===== config.mk =====
export PLATFORM = sky130hd
export DESIGN_NAME = boot_clock_reset_select
export DESIGN_NICKNAME = d
export VERILOG_FILES = /design/src/rtl/boot_cfg_pkg.sv /design/src/rtl/wdog_if.sv /design/src/rtl/boot_clock_reset_select.sv /design/src/rtl/wdog_core.sv
export SDC_FILE = /design/constraint.sdc
export NUM_CORES = 1
export LEC_CHECK = 0
export ABC_AREA = 1
export BUFFER_PORTS_ARGS = -buffer_cell sky130_fd_sc_hd__buf_2
export CORE_AREA = 2 2 160 100
export DETAILED_ROUTE_END_ITERATION = 8
export DIE_AREA = 0 0 162 102
export GPL_TIMING_DRIVEN = 0
export PLACE_DENSITY_LB_ADDON = 0.05
export SYNTH_ARGS = -nofsm -noshare
export SYNTH_HDL_FRONTEND = slang
export SYNTH_SLANG_ARGS = --single-unit

===== constraint.sdc =====
create_clock -name mclk_i -period 1.9 [get_ports mclk_i]
set_input_delay 0.285 -clock mclk_i [delete_from_list [all_inputs] [get_ports mclk_i]]
set_output_delay 0.285 -clock mclk_i [all_outputs]
set_load 0.01 [all_outputs]

===== src/rtl/boot_cfg_pkg.sv =====
// shared constants and types for boot, clock and reset selection
package boot_cfg_pkg;

  // clock and time base
  localparam int MCLK_HZ          = 100_000_000;
  localparam int MCLK_PERIOD_NS   = 10;
  localparam int SLOW_CLK_HZ      = 32768;
  localparam int SLOW_TICK_CYC    = MCLK_HZ / SLOW_CLK_HZ;
  localparam int SOFT_RST_NS      = 1000;
  localparam int SOFT_RST_CYC     =
    (SOFT_RST_NS + MCLK_PERIOD_NS - 1) / MCLK_PERIOD_NS;
  localparam int STRAP_SETTLE_CYC = 8;
  localparam int CNT_W            = 12;

  // pll ratios: every reference lands on one common core rate
  localparam logic [7:0] PLL_MULT_19M2 = 8'h41;
  localparam logic [7:0] PLL_DIV_19M2  = 8'h03;
  localparam logic [7:0] PLL_MULT_26M  = 8'h10;
  localparam logic [7:0] PLL_DIV_26M   = 8'h01;
  localparam logic [7:0] PLL_MULT_38M4 = 8'h41;
  localparam logic [7:0] PLL_DIV_38M4  = 8'h06;
  localparam logic [7:0] PLL_MULT_52M  = 8'h08;
  localparam logic [7:0] PLL_DIV_52M   = 8'h01;
  // storage port boot clock divider: core rate / 8 = 52 MHz sdr
  localparam logic [3:0] EMMC_SDR_DIV  = 4'h8;

  // reset values
  localparam logic [15:0] WD_PERIOD_RST = 16'h8000;

  typedef enum logic [3:0] {
    BOOT_EMMC, BOOT_CARD_PASS, BOOT_CARD_RELAY, BOOT_MUX_SYNC,
    BOOT_CARD_LEGACY, BOOT_USB, BOOT_SRAM_ASYNC, BOOT_MUX_ASYNC,
    BOOT_I2C, BOOT_NONE
  } boot_src_t;

  typedef enum logic [2:0] {
    REF_XTAL_19M2, REF_CLK_19M2, REF_CLK_26M, REF_CLK_38M4,
    REF_CLK_52M, REF_BAD
  } ref_sel_t;

  typedef struct packed {
    boot_src_t src;
    logic      usb_fb;
    logic      secure;
    logic      reserved;
  } boot_cfg_t;

endpackage : boot_cfg_pkg


===== src/rtl/wdog_if.sv =====
// control and event bundle between reset control and watchdog
`timescale 1ns/1ns
`default_nettype none
interface wdog_if #(parameter int WD_W = 16);
  logic            slow_tick;
  logic            srst;
  logic            enable;
  logic            reset_en;
  logic            kick;
  logic [WD_W-1:0] period;
  logic            expire;
  logic            bite;

  modport ctl (output slow_tick, srst, enable, reset_en, kick, period,
               input  expire, bite);
  modport wd  (input  slow_tick, srst, enable, reset_en, kick, period,
               output expire, bite);
endinterface : wdog_if
`default_nettype wire


===== src/rtl/boot_clock_reset_select.sv =====
// strap decode, soft reset sequencing and watchdog hookup
//
// Behaviour
// - boot 000 eMMC with usb fallback, 100 eMMC only
// - 001 card slave pass-through with fallback, 010 without
// - 011 relayed secure boot, 1F1 adds usb fallback
// - 101 sync muxed port, 110 legacy, 111 usb
// - 00F async sram, 01F async muxed port
// - 10F i2c with usb fallback, 11F i2c only
// - boot source from straps only; others reserved
// - hard reset tristates every pin while held
// - host init control bits start soft resets
// - cpu reset clears pc, keeps loaded firmware
// - device reset equals hard reset, firmware reload
// - frequency straps pick crystal or external clock
// - pll ratio keeps core rate frequency independent
// - watchdog interrupts, wakes standby, resets cpu
// - watchdog counts 32 kHz, optionally external pin
// - periodic standby wake; firmware may disable watchdog
// - eMMC boot uses sdr clock up to 52 MHz
// - wake from standby restarts cpu at reset pc
`timescale 1ns/1ns
`default_nettype none
module boot_clock_reset_select
  import boot_cfg_pkg::*;
#(
  parameter int WD_W = 16
) (
  input  wire logic            mclk_i,
  input  wire logic            rst_n_i,
  input  wire logic            ce_i,
  input  wire logic [2:0]      boot_source_strap_i,
  input  wire logic [2:0]      boot_strap_float_i,
  input  wire logic [2:0]      ref_freq_strap_i,
  input  wire logic            slow_watchdog_clock_in_i,
  input  wire logic            slow_clk_ext_sel_i,
  input  wire logic            cpu_reset_req_i,
  input  wire logic            device_reset_req_i,
  input  wire logic            fw_loaded_i,
  input  wire logic            standby_i,
  input  wire logic            wdog_enable_i,
  input  wire logic            wdog_wake_en_i,
  input  wire logic            wdog_reset_en_i,
  input  wire logic            wdog_kick_i,
  input  wire logic [WD_W-1:0] wdog_period_i,
  input  wire logic            wdog_irq_ack_i,
  output var  boot_src_t       boot_src_o,
  output logic                 usb_fallback_o,
  output logic                 secure_boot_o,
  output logic                 boot_reserved_o,
  output logic                 strap_valid_o,
  output var  ref_sel_t        ref_sel_o,
  output logic                 crystal_sel_o,
  output logic                 freq_reserved_o,
  output logic [7:0]           pll_mult_o,
  output logic [7:0]           pll_div_o,
  output logic [3:0]           emmc_clk_div_o,
  output logic                 emmc_ddr_o,
  output logic                 pins_tristate_o,
  output logic                 sys_reset_n_o,
  output logic                 cpu_reset_n_o,
  output logic                 fw_reload_o,
  output logic                 wdog_irq_o,
  output logic                 wake_o
);
  typedef enum logic [1:0] {ST_SETTLE, ST_RUN, ST_DEVRST} rst_state_t;

  localparam int PW = 10; // straps, float flags, frequency, slow clock

  // decode of the boot straps, F meaning a floating strap
  function automatic boot_cfg_t decode_boot(input logic [2:0] v,
                                            input logic [2:0] f);
    boot_cfg_t c;
    c = '{src: BOOT_NONE, usb_fb: 1'b0, secure: 1'b0, reserved: 1'b1};
    if (f == 3'h0) begin
      c.reserved = 1'b0;
      case (v)
        3'h0: c = '{BOOT_EMMC, 1'b1, 1'b0, 1'b0};
        3'h4: c = '{BOOT_EMMC, 1'b0, 1'b0, 1'b0};
        3'h1: c = '{BOOT_CARD_PASS, 1'b1, 1'b0, 1'b0};
        3'h2: c = '{BOOT_CARD_PASS, 1'b0, 1'b0, 1'b0};
        3'h3: c = '{BOOT_CARD_RELAY, 1'b0, 1'b1, 1'b0};
        3'h5: c = '{BOOT_MUX_SYNC, 1'b0, 1'b0, 1'b0};
        3'h6: c = '{BOOT_CARD_LEGACY, 1'b0, 1'b0, 1'b0};
        default: c = '{BOOT_USB, 1'b0, 1'b0, 1'b0};
      endcase
    end else if (f == 3'h1) begin
      case (v[2:1])
        2'h0: c = '{BOOT_SRAM_ASYNC, 1'b0, 1'b0, 1'b0};
        2'h1: c = '{BOOT_MUX_ASYNC, 1'b0, 1'b0, 1'b0};
        2'h2: c = '{BOOT_I2C, 1'b1, 1'b0, 1'b0};
        default: c = '{BOOT_I2C, 1'b0, 1'b0, 1'b0};
      endcase
    end else if (f == 3'h2 && v[2] && v[0]) begin
      c = '{BOOT_CARD_RELAY, 1'b1, 1'b1, 1'b0};
    end
    return c; // any other pattern stays reserved
  endfunction : decode_boot

  // frequency straps: top bit low means crystal, only 000 is legal
  function automatic ref_sel_t decode_ref(input logic [2:0] v);
    ref_sel_t r;
    if (!v[2]) begin
      r = (v[1:0] == 2'h0) ? REF_XTAL_19M2 : REF_BAD;
    end else if (v[1:0] == 2'h0) begin
      r = REF_CLK_19M2;
    end else if (v[1:0] == 2'h1) begin
      r = REF_CLK_26M;
    end else if (v[1:0] == 2'h2) begin
      r = REF_CLK_38M4;
    end else begin
      r = REF_CLK_52M;
    end
    return r;
  endfunction : decode_ref

  // pin synchroniser and filtered copies
  logic [PW-1:0]    s1_r, s2_r, s3_r, filt_r, filt_nxt;
  logic             slow_prev_r;
  logic [CNT_W-1:0] div_r, div_nxt;
  // sequencing state
  rst_state_t       state_r, state_nxt;
  logic [CNT_W-1:0] cnt_r, cnt_nxt, cpu_cnt_r, cpu_cnt_nxt;
  boot_cfg_t        boot_r, boot_nxt;
  ref_sel_t         ref_r, ref_nxt;
  logic             valid_r, valid_nxt, tri_r, tri_nxt;
  logic             sys_n_r, sys_n_nxt, cpu_n_r, cpu_n_nxt;
  logic             fwrl_r, fwrl_nxt, irq_r, irq_nxt, wake_r, wake_nxt;
  logic [7:0]       mult_nxt, div8_nxt, mult_r, pdiv_r;
  logic             xtal_r, xtal_nxt, fres_r, fres_nxt;
  logic             tick;
  logic             wake_evt;

  wdog_if #(.WD_W(WD_W)) wdi ();

  wdog_core #(.WD_W(WD_W)) u_wdog (
    .mclk_i  (mclk_i),
    .rst_n_i (rst_n_i),
    .ce_i    (ce_i),
    .w       (wdi.wd)
  );

  // slow tick: external pin edge or internal divider
  assign tick = slow_clk_ext_sel_i ? (filt_r[0] && !slow_prev_r)
                                   : (div_r == CNT_W'(SLOW_TICK_CYC - 1));
  assign wdi.slow_tick = tick;
  assign wdi.srst      = (state_r != ST_RUN);
  assign wdi.enable    = wdog_enable_i;
  assign wdi.reset_en  = wdog_reset_en_i;
  assign wdi.kick      = wdog_kick_i;
  assign wdi.period    = wdog_period_i;
  // standby wake on watchdog expiry
  assign wake_evt = wdi.expire && standby_i && wdog_wake_en_i;

  // next values for the whole block
  always_comb begin
    filt_nxt    = filt_r;
    if (s2_r == s3_r) filt_nxt = s3_r; // two agreeing stages
    div_nxt     = tick ? '0 : div_r + 1'b1;
    state_nxt   = state_r;
    cnt_nxt     = cnt_r;
    cpu_cnt_nxt = cpu_cnt_r;
    boot_nxt    = boot_r;
    ref_nxt     = ref_r;
    valid_nxt   = valid_r;
    sys_n_nxt   = sys_n_r;
    cpu_n_nxt   = cpu_n_r;
    fwrl_nxt    = fwrl_r && !fw_loaded_i;
    irq_nxt     = (irq_r && !wdog_irq_ack_i) || wdi.expire;
    wake_nxt    = 1'b0;
    case (state_r)
      ST_SETTLE: begin
        // let straps ripple through the synchroniser before sampling
        if (cnt_r == CNT_W'(STRAP_SETTLE_CYC - 1)) begin
          boot_nxt  = decode_boot(filt_r[9:7], filt_r[6:4]);
          ref_nxt   = decode_ref(filt_r[3:1]);
          valid_nxt = 1'b1;
          sys_n_nxt = 1'b1;
          cpu_n_nxt = 1'b1;
          state_nxt = ST_RUN;
        end else begin
          cnt_nxt = cnt_r + 1'b1;
        end
      end
      ST_RUN: begin
        if (device_reset_req_i) begin
          state_nxt = ST_DEVRST;
          cnt_nxt   = '0;
          valid_nxt = 1'b0;
          sys_n_nxt = 1'b0;
          cpu_n_nxt = 1'b0;
          fwrl_nxt  = 1'b1;
          cpu_cnt_nxt = '0;           // no leftover cpu hold
        end else if (cpu_reset_req_i || wdi.bite || wake_evt) begin
          // pc reset only, firmware flag untouched
          cpu_n_nxt   = 1'b0;
          cpu_cnt_nxt = CNT_W'(SOFT_RST_CYC - 1);
          wake_nxt    = wake_evt;
        end else if (cpu_cnt_r != '0) begin
          cpu_cnt_nxt = cpu_cnt_r - 1'b1;
        end else begin
          cpu_n_nxt = 1'b1;
        end
      end
      default: begin
        // hold like a hard reset, then resample the straps
        if (cnt_r == CNT_W'(SOFT_RST_CYC - 1)) begin
          state_nxt = ST_SETTLE;
          cnt_nxt   = '0;
        end else begin
          cnt_nxt = cnt_r + 1'b1;
        end
      end
    endcase
    tri_nxt = (state_nxt != ST_RUN);
    if (state_nxt != ST_RUN) irq_nxt = 1'b0; // like hard reset
    xtal_nxt = (ref_nxt == REF_XTAL_19M2);
    fres_nxt = (ref_nxt == REF_BAD);
    // pll ratio from the sampled reference
    case (ref_nxt)
      REF_CLK_26M:  {mult_nxt, div8_nxt} = {PLL_MULT_26M, PLL_DIV_26M};
      REF_CLK_38M4: {mult_nxt, div8_nxt} = {PLL_MULT_38M4, PLL_DIV_38M4};
      REF_CLK_52M:  {mult_nxt, div8_nxt} = {PLL_MULT_52M, PLL_DIV_52M};
      default:      {mult_nxt, div8_nxt} = {PLL_MULT_19M2, PLL_DIV_19M2};
    endcase
  end

  // registers; hard reset forces pins to high impedance
  always_ff @(posedge mclk_i or negedge rst_n_i) begin
    if (!rst_n_i) begin
      s1_r        <= '0;
      s2_r        <= '0;
      s3_r        <= '0;
      filt_r      <= '0;
      slow_prev_r <= 1'b0;
      div_r       <= '0;
      state_r     <= ST_SETTLE;
      cnt_r       <= '0;
      cpu_cnt_r   <= '0;
      boot_r      <= '{BOOT_NONE, 1'b0, 1'b0, 1'b0};
      ref_r       <= REF_XTAL_19M2;
      valid_r     <= 1'b0;
      tri_r       <= 1'b1;
      sys_n_r     <= 1'b0;
      cpu_n_r     <= 1'b0;
      fwrl_r      <= 1'b1;
      irq_r       <= 1'b0;
      wake_r      <= 1'b0;
      mult_r      <= PLL_MULT_19M2;
      pdiv_r      <= PLL_DIV_19M2;
      xtal_r      <= 1'b1;
      fres_r      <= 1'b0;
    end else if (ce_i) begin
      s1_r        <= {boot_source_strap_i, boot_strap_float_i,
                      ref_freq_strap_i, slow_watchdog_clock_in_i};
      s2_r        <= s1_r;
      s3_r        <= s2_r;
      filt_r      <= filt_nxt;
      slow_prev_r <= filt_r[0];
      div_r       <= div_nxt;
      state_r     <= state_nxt;
      cnt_r       <= cnt_nxt;
      cpu_cnt_r   <= cpu_cnt_nxt;
      boot_r      <= boot_nxt;
      ref_r       <= ref_nxt;
      valid_r     <= valid_nxt;
      tri_r       <= tri_nxt;
      sys_n_r     <= sys_n_nxt;
      cpu_n_r     <= cpu_n_nxt;
      fwrl_r      <= fwrl_nxt;
      irq_r       <= irq_nxt;
      wake_r      <= wake_nxt;
      mult_r      <= mult_nxt;
      pdiv_r      <= div8_nxt;
      xtal_r      <= xtal_nxt;
      fres_r      <= fres_nxt;
    end
  end

  assign boot_src_o      = boot_r.src;
  assign usb_fallback_o  = boot_r.usb_fb;
  assign secure_boot_o   = boot_r.secure;
  assign boot_reserved_o = boot_r.reserved;
  assign strap_valid_o   = valid_r;
  assign ref_sel_o       = ref_r;
  assign crystal_sel_o   = xtal_r;
  assign freq_reserved_o = fres_r;
  assign pll_mult_o      = mult_r;
  assign pll_div_o       = pdiv_r;
  assign emmc_clk_div_o  = EMMC_SDR_DIV; // fixed sdr rate
  assign emmc_ddr_o      = 1'b0;
  assign pins_tristate_o = tri_r;
  assign sys_reset_n_o   = sys_n_r;
  assign cpu_reset_n_o   = cpu_n_r;
  assign fw_reload_o     = fwrl_r;
  assign wdog_irq_o      = irq_r;
  assign wake_o          = wake_r;
endmodule : boot_clock_reset_select
`default_nettype wire


===== src/rtl/wdog_core.sv =====
// watchdog counter running on slow clock ticks
`timescale 1ns/1ns
`default_nettype none
module wdog_core #(
  parameter int WD_W = 16
) (
  input  wire logic mclk_i,
  input  wire logic rst_n_i,
  input  wire logic ce_i,
  wdog_if.wd        w
);
  logic [WD_W-1:0] cnt_r,    cnt_nxt;
  logic            armed_r,  armed_nxt;
  logic            expire_r, expire_nxt;
  logic            bite_r,   bite_nxt;

  assign w.expire = expire_r;
  assign w.bite   = bite_r;

  // count down on each slow tick; a second unserviced expiry bites
  always_comb begin
    cnt_nxt    = cnt_r;
    armed_nxt  = armed_r;
    expire_nxt = 1'b0;
    bite_nxt   = 1'b0;
    if (w.srst || !w.enable) begin
      cnt_nxt   = w.period;
      armed_nxt = 1'b0;
    end else if (w.kick) begin
      cnt_nxt   = w.period;
      armed_nxt = 1'b0;
    end else if (w.slow_tick) begin
      if (cnt_r == '0) begin
        cnt_nxt    = w.period;
        expire_nxt = 1'b1;
        armed_nxt  = 1'b1;
        bite_nxt   = armed_r && w.reset_en;
      end else begin
        cnt_nxt = cnt_r - 1'b1;
      end
    end
  end

  // register stage, frozen while the clock enable is low
  always_ff @(posedge mclk_i or negedge rst_n_i) begin
    if (!rst_n_i) begin
      cnt_r    <= '0;
      armed_r  <= 1'b0;
      expire_r <= 1'b0;
      bite_r   <= 1'b0;
    end else if (ce_i) begin
      cnt_r    <= cnt_nxt;
      armed_r  <= armed_nxt;
      expire_r <= expire_nxt;
      bite_r   <= bite_nxt;
    end
  end
endmodule : wdog_core
`default_nettype wire


# After elaboration in Yosys (flattened, before gate mapping)
# Cells that the tools add are included.
# Widths: inputs -> output; s select.
classes:
  eq_ne: 27
  shifts: 0
  multipliers: 0
  bitwise_logic: 0
  div: 0
  order_cmp: 0
  add_sub_neg: 4
  reduce_logical: 37
  muxes: 56
ops:
  columns: ["cell", "count"]
  rows:
  - ["$mux 12", 7]
  - ["$mux 16", 4]
  - ["$pmux 6 s7", 1]
  - ["$add 12x1->12 const B", 2]
  - ["$mux 1", 24]
  - ["$pmux 12 s2", 1]
  - ["$mux 3", 7]
  - ["$mux 7", 3]
  - ["$pmux 7 s3", 1]
  - ["$logic_not 16->1", 1]
  - ["$sub 16x1->16 const B", 1]
  - ["$eq 3x2->1 const B", 5]
  - ["$eq 3x3->1 const B", 5]
  - ["$pmux 7 s2", 1]
  - ["$eq 12x12->1 const B", 1]
  - ["$eq 12x3->1 const B", 1]
  - ["$eq 12x7->1 const B", 1]
  - ["$reduce_and 3->1", 4]
  - ["$reduce_bool 12->1", 1]
  - ["$sub 12x1->12 const B", 1]
  - ["$eq 10x10->1", 1]
  - ["$logic_not 3->1", 3]
  - ["$reduce_bool 3->1", 3]
  - ["$logic_and 1x1->1", 8]
  - ["other kinds (17)", 37]
word_totals:
  ram_bits: 0
  memories: 0
  latchBits: 0
  elab_cells: 152
  output_inout_bits: 40
  register_bits: 132
  mem_bits_ro: 0

# Longest topological paths before layout
depth:
  ltp_word: 10
  ltp_mapped: 12

# Hierarchy
# From an unflattened synthesis, not the netlist that was laid out.
hier_totals:
  cells_unflattened: 907
  hier_area_um2: 6797.8
modules_own_cells:
  columns: ["mod", "area_per_inst_um2", "seq_area_each_um2", "cells_per_inst", "n_inst"]
  rows:
  - ["boot_clock_reset_select", 5325.1, 2587.5, 677, 1]
  - ["wdog_core", 1472.7, 475.5, 230, 1]

# Least setup slack after synthesis
# No wires, ideal clock.
synth_path:
  path_kind: "register to register"
  from: "reg u_wdog.cnt_r[0]"
  to: "reg u_wdog.cnt_r[6]"
  setup_slack_ns: 0.284
  path_stages_with_launch: 9
  required_time_ns: 1.776
  arrival_time_ns: 1.492
  period_less_slack_ns: 1.616
  n_path_buf: 0
  path_cell_list: "dfrtp_1 -> inv_1 -> ha_1 -> nand3_1 -> nor2_1 -> xor2_1 -> or2_2 -> o211ai_1 -> nand2_1"
synth_via:
  elab_chain_len: 5
  word_cells_on_any_way: 6
  classes_between: "1 x add/sub; 4 x mux; 1 x reduce/logical"
synth_lines:
  columns: ["element", "line_no", "rtl"]
  rows:
  - ["start, declared", "wdog_core.sv:12", "logic [WD_W-1:0] cnt_r, cnt_nxt;"]
  - ["start signal, assigned", "wdog_core.sv:52", "cnt_r <= cnt_nxt;"]
  - ["$sub 16x1->16 / $logic_not 16->1 (equally long branches)", "wdog_core.sv:39, wdog_core.sv:33", null]
  - ["$mux 16 *", "wdog_core.sv:33", "if (cnt_r == '0) begin"]
  - ["$mux 16 *", "wdog_core.sv:32", "end else if (w.slow_tick) begin"]
  - ["$mux 16 *", "wdog_core.sv:29", "end else if (w.kick) begin"]
  - ["$mux 16 *", "wdog_core.sv:26", "if (w.srst || !w.enable) begin"]
# Every way passes the cells marked *; elsewhere a longest branch is shown, timed or not. The select of a mux whose other input is x is not followed.
# A chain may end at the register's enable or synchronous reset.

# Worst setup path after layout
layout_path:
  from: "reg cnt_r[0]"
  to: "reg mult_r[0] (netlist: pll_mult_o[0])"
layout_via:
  elab_chain_len: 5
  word_cells_on_any_way: 6
  classes_between: "3 x eq/ne; 3 x mux"
layout_lines:
  columns: ["element", "line_no", "rtl"]
  rows:
  - ["start, declared", "boot_clock_reset_select.sv:123", "logic [CNT_W-1:0] cnt_r, cnt_nxt, cpu_cnt_r, cpu_cnt_nxt;"]
  - ["start signal, assigned", "boot_clock_reset_select.sv:262", "cnt_r <= cnt_nxt;"]
  - ["$eq 12x3->1 *", "boot_clock_reset_select.sv:174", "if (cnt_r == CNT_W'(STRAP_SETTLE_CYC - 1)) begin"]
  - ["$mux 3 *", "boot_clock_reset_select.sv:174", null]
  - ["$mux 3 *", "boot_clock_reset_select.sv:171", "case (state_r)"]
  - ["$eq 3x3->1 / $eq 3x2->1 (equally long branches)", "boot_clock_reset_select.sv:220", "case (ref_nxt)"]
  - ["$pmux 7 s2 *", "boot_clock_reset_select.sv:220", null]
  - ["end signal, assigned", "boot_clock_reset_select.sv:273", "mult_r <= mult_nxt;"]
  - ["end, declared", "boot_clock_reset_select.sv:129", "logic [7:0] mult_nxt, div8_nxt, mult_r, pdiv_r;"]
# Every way passes the cells marked *; elsewhere a longest branch is shown, timed or not.

==> summary.md <==
| Metric | Value |
|---|---|
| Hold endpoint | s1_r[0] |
| Endpoints failing hold | 0 |
| Vias in the first global route | 5559 |
| Register Area | 3060 µm² |
| Buf/Inv on CP | 2 |
| Gp weighted congestion | 0.895 |
| Crit Path Max Fanout | 6 |
| Synth Area in Adders | 0.0169 |
| Critical Path End Type | flop |
| Gate Count Post-Synth | 859 |
| Pre-CTS setup slack | -0.0360 ns |
| Worst hold path class | in2reg |
| Initial antenna violation count | 0 |
| Post-synth ARST share | 1.00 |
| Die span in y | 102 µm |
| Congestion Overflow GR | 0 |
| Simple-gate area share of the yosys netlist | 0.294 |
| DRC violations left | 0 |
| Flops & latches, synth | 122 |
| Mux contribution to synthesized area | 0.00169 |
| Fmax | 558 MHz |
| Largest net degree at the start of global routing | 69 |
| Compound-cell area share of the yosys netlist | 0.102 |
| PnR worst setup slack | 0.109 ns |
| Worst path required time | 2.24 ns |
| Leakage | 4.01 nW |
| Wirelength per Cell | 14.2 µm |
| Number of synthesized flops with an enable pin | 0 |
| FF-to-FF End | pll_mult_o[0] |
| First-pass GRT wire length | 27.8 mm |
| Cell variety after synth | 46 |
| Root cell of the clock tree | clkbuf_16 |
| Detailed placer's ending HPWL | 12.3 mm |
| Core Area | 15000 µm² |
| R2R setup slack | 0.11 ns |
| Die area | 16500 µm² |
| DR iter-0 viols | 458 |
| Area taken by multi-input logic gates | 3060 µm² |
| Syn. warnings | 0 |
| Final slew viol count | 0 |
| Antenna viol nets, final | 0 |
| Syn avg cell area | 7.74 µm² |
| Latest clock arrival within the worst-skew pair | 0.41 ns |
| Synth Cell Area | 6650 µm² |
| Slowest-stage cell, CP | dfrtp_1 |
| IO Port Bufs | 64 |
| Nets | 1009 |
| Endpoints failing setup | 0 |
| Initial Util | 0.444 |
| Layout cells sized above 1 | 0.188 |
| Worst hold start | slow_watchdog_clock_in_i |
| Antenna cells | 0 |
| CP top delay family | simple AND/OR/NAND/NOR gates |
| Largest family of logic cells by synthesized area | simple AND/OR/NAND/NOR gates |
| Register area share after synthesis | 0.461 |
| Worst Setup Start Kind | flop |
| Worst hold path cell count | 3 |
| Power Density | 994 nW/µm² |
| Area grow syn2layout | 20.6% |
| VDD IR max | 0.000582 V |
| Overall power | 7.97 mW |
| Top FF cell, synth | dfrtp_1 |
| Final Skew | 0.0136 ns |
| Most common cell after layout, fill and taps aside | nand2_1 |
| Worst stage delay on the critical path | 0.42 ns |
| CTS tree | yes |
| Crit-path cells | ha_4 -> inv_1 -> nor2_1 -> nand2_1 -> nor2_4 -> nand3_4 -> nand2_2 -> nand2_2 -> inv_2 -> nand3_2 -> nand3_2 -> nand2_1 |
| Setup CP Type | reg2reg |
| Fraction of synthesized cell area in xor and xnor cells | 0.0263 |
| R2R cell count | 12 |
| CTS Buf Count | 17 |
| Clock Sink Count | 122 |
| Aggregate routed wire length | 16.7 mm |
| Clk slew on worst S/H paths | 0.06 ns |
| Ratio of final minimum period to clock period | 0.943 |
| Ports | 79 |
| Die X | 162 µm |
| Post-DR vias/cell | 4.99 |
| Arrival @ worst endpoint | 2.13 ns |
| FILL cells | 1475 |
| Commonest non-fill, non-tap cells in the layout | nand2_1 (244), dfrtp_1 (114), inv_1 (92) |
| Min Tclk post-route | 1.79 ns |
| Reg-to-Reg Start | cnt_r[0] |
| Total of max-cap violations | 0 |
| H-tree depth | 4 |
| Status | completed |
| Row count | 35 |
| 1st-pass router iterations | 5 |
| GRT Overall Usage | 0.214 |
| Worst-Margin Slew | 0.642 ns |
| Slew margin rel. | 0.572 |
| Clock tree buffer depth | 2 |
| Vias | 5872 |
layout make-up:
| type | instances | share of cell area |
|---|---|---|
| Multi-Input combinational cell | 610 | 0.381 |
| Tap cell | 203 | 0.0317 |
| Clock buffer | 20 | 0.0557 |
| Buffer | 41 | 0.0356 |
| Sequential cell | 122 | 0.382 |
| Clock inverter | 12 | 0.0178 |
| Inverter | 98 | 0.0459 |
| Timing Repair Buffer | 71 | 0.0501 |
synthesized netlist by cell type, drive strengths merged (4+ instances only):
cell type	count	area, µm²
nand2	254	966
dfrtp	114	2850
inv	98	368
nor2	75	307
o21ai	70	354
nand3	69	373
buf	31	238
nor3	20	128
a21oi	18	90.1
xor2	17	149
nand4	14	87.6
clkbuf	10	37.5
o211ai	10	75.1
ha	9	113
dfstp	8	210
o22ai	6	37.5
nand3b	5	37.5
o21a	4	30.0
kinds of logic (layout without fill, tap and decap cells):
| kind of cell | count (synthesis) | count (layout) |
|---|---|---|
| other | 2 | 14 |
| multiplexers | 1 | 1 |
| flip-flops | 122 | 122 |
| AO/OA/AOI/OAI | 120 | 120 |
| AND/OR/NAND/NOR | 446 | 446 |
| buffers and inverters | 139 | 242 |
| adder cells (fa/ha/maj) | 9 | 9 |
| XOR/XNOR | 20 | 20 |
timing repair:
item	4_1_cts	5_1_grt
resized for setup	3	26
pin swaps	2	5
hold buffers	1	0
setup endpoints to repair	5	48
buffers inserted	3	2
endpoints found under the hold margin	49	0
tightest hold or removal path: cells and delay by family:
kind | cells | cell delay [ns]
and+or+nand+nor | 2 | 0.09
buffers and inverters | 1 | 0.07
report_power, final:
| group | switching, mW | internal (mW) | total [mW] |
|---|---|---|---|
| sequential | 0.339 | 2.94 | 3.28 |
| combinational | 0.922 | 0.552 | 1.47 |
| clock | 1.23 | 1.98 | 3.21 |
through the flow:
stage | instance area, µm² | hold WS, ns | TNS, ns | std cells | utilization
2_1_floorplan | 6690 | -0.0106 | 0 | 871 | -
3_3_place_gp | 7270 | 0.453 | -129.54 | 1138 | 0.485
3_5_place_dp | 7300 | 0.284 | -0.0554 | 1139 | 0.488
4_1_cts | 7930 | 0.0603 | 0 | 1175 | 0.529
5_1_grt | 8020 | 0.0648 | -0.0304 | 1177 | 0.535
6_report | 8020 | 0.0731 | 0 | 1177 | 0.535
sequential cells by signal (all words and copies together) (netlist names), 2 cells and up:
name          count
boot_src_o        4
cnt_r            12
cpu_cnt_r        12
div_r            12
filt_r           10
pll_div_o         3
pll_mult_o        3
ref_sel_o         3
s1_r             10
s2_r             10
s3_r             10
state_r           2
u_wdog.cnt_r     16
how the worst max path moves through the flow:
stage | start | endpoint | slack [ns] | depth (start not counted)
4_1_cts | cnt_r[0] | pll_mult_o[0] | 0.006 | 11
3_5_place_dp | u_wdog.cnt_r[0] | u_wdog.cnt_r[6] | -0.04 | 8
5_1_grt | cnt_r[1] | pll_mult_o[0] | -0.03 | 12
2_1_floorplan | u_wdog.cnt_r[0] | u_wdog.cnt_r[6] | 0.28 | 8
6_report | cnt_r[0] | pll_mult_o[0] | 0.11 | 12
3_3_place_gp | rst_n_i | cpu_cnt_r[7] | -1.12 | 1
per-layer routing:
layer | global-route usage | part of all wire | up-vias | wire length [µm]
met5 | 0 | 0 | - | 0
met4 | 0.0497 | 0.0057 | 0 | 95
met3 | 0.0524 | 0.053 | 8 | 893
met2 | 0.314 | 0.42 | 149 | 7030
met1 | 0.321 | 0.52 | 2763 | 8720
li1 | - | - | 2952 | -
No activity file was read; power rests on OpenSTA's default activity.
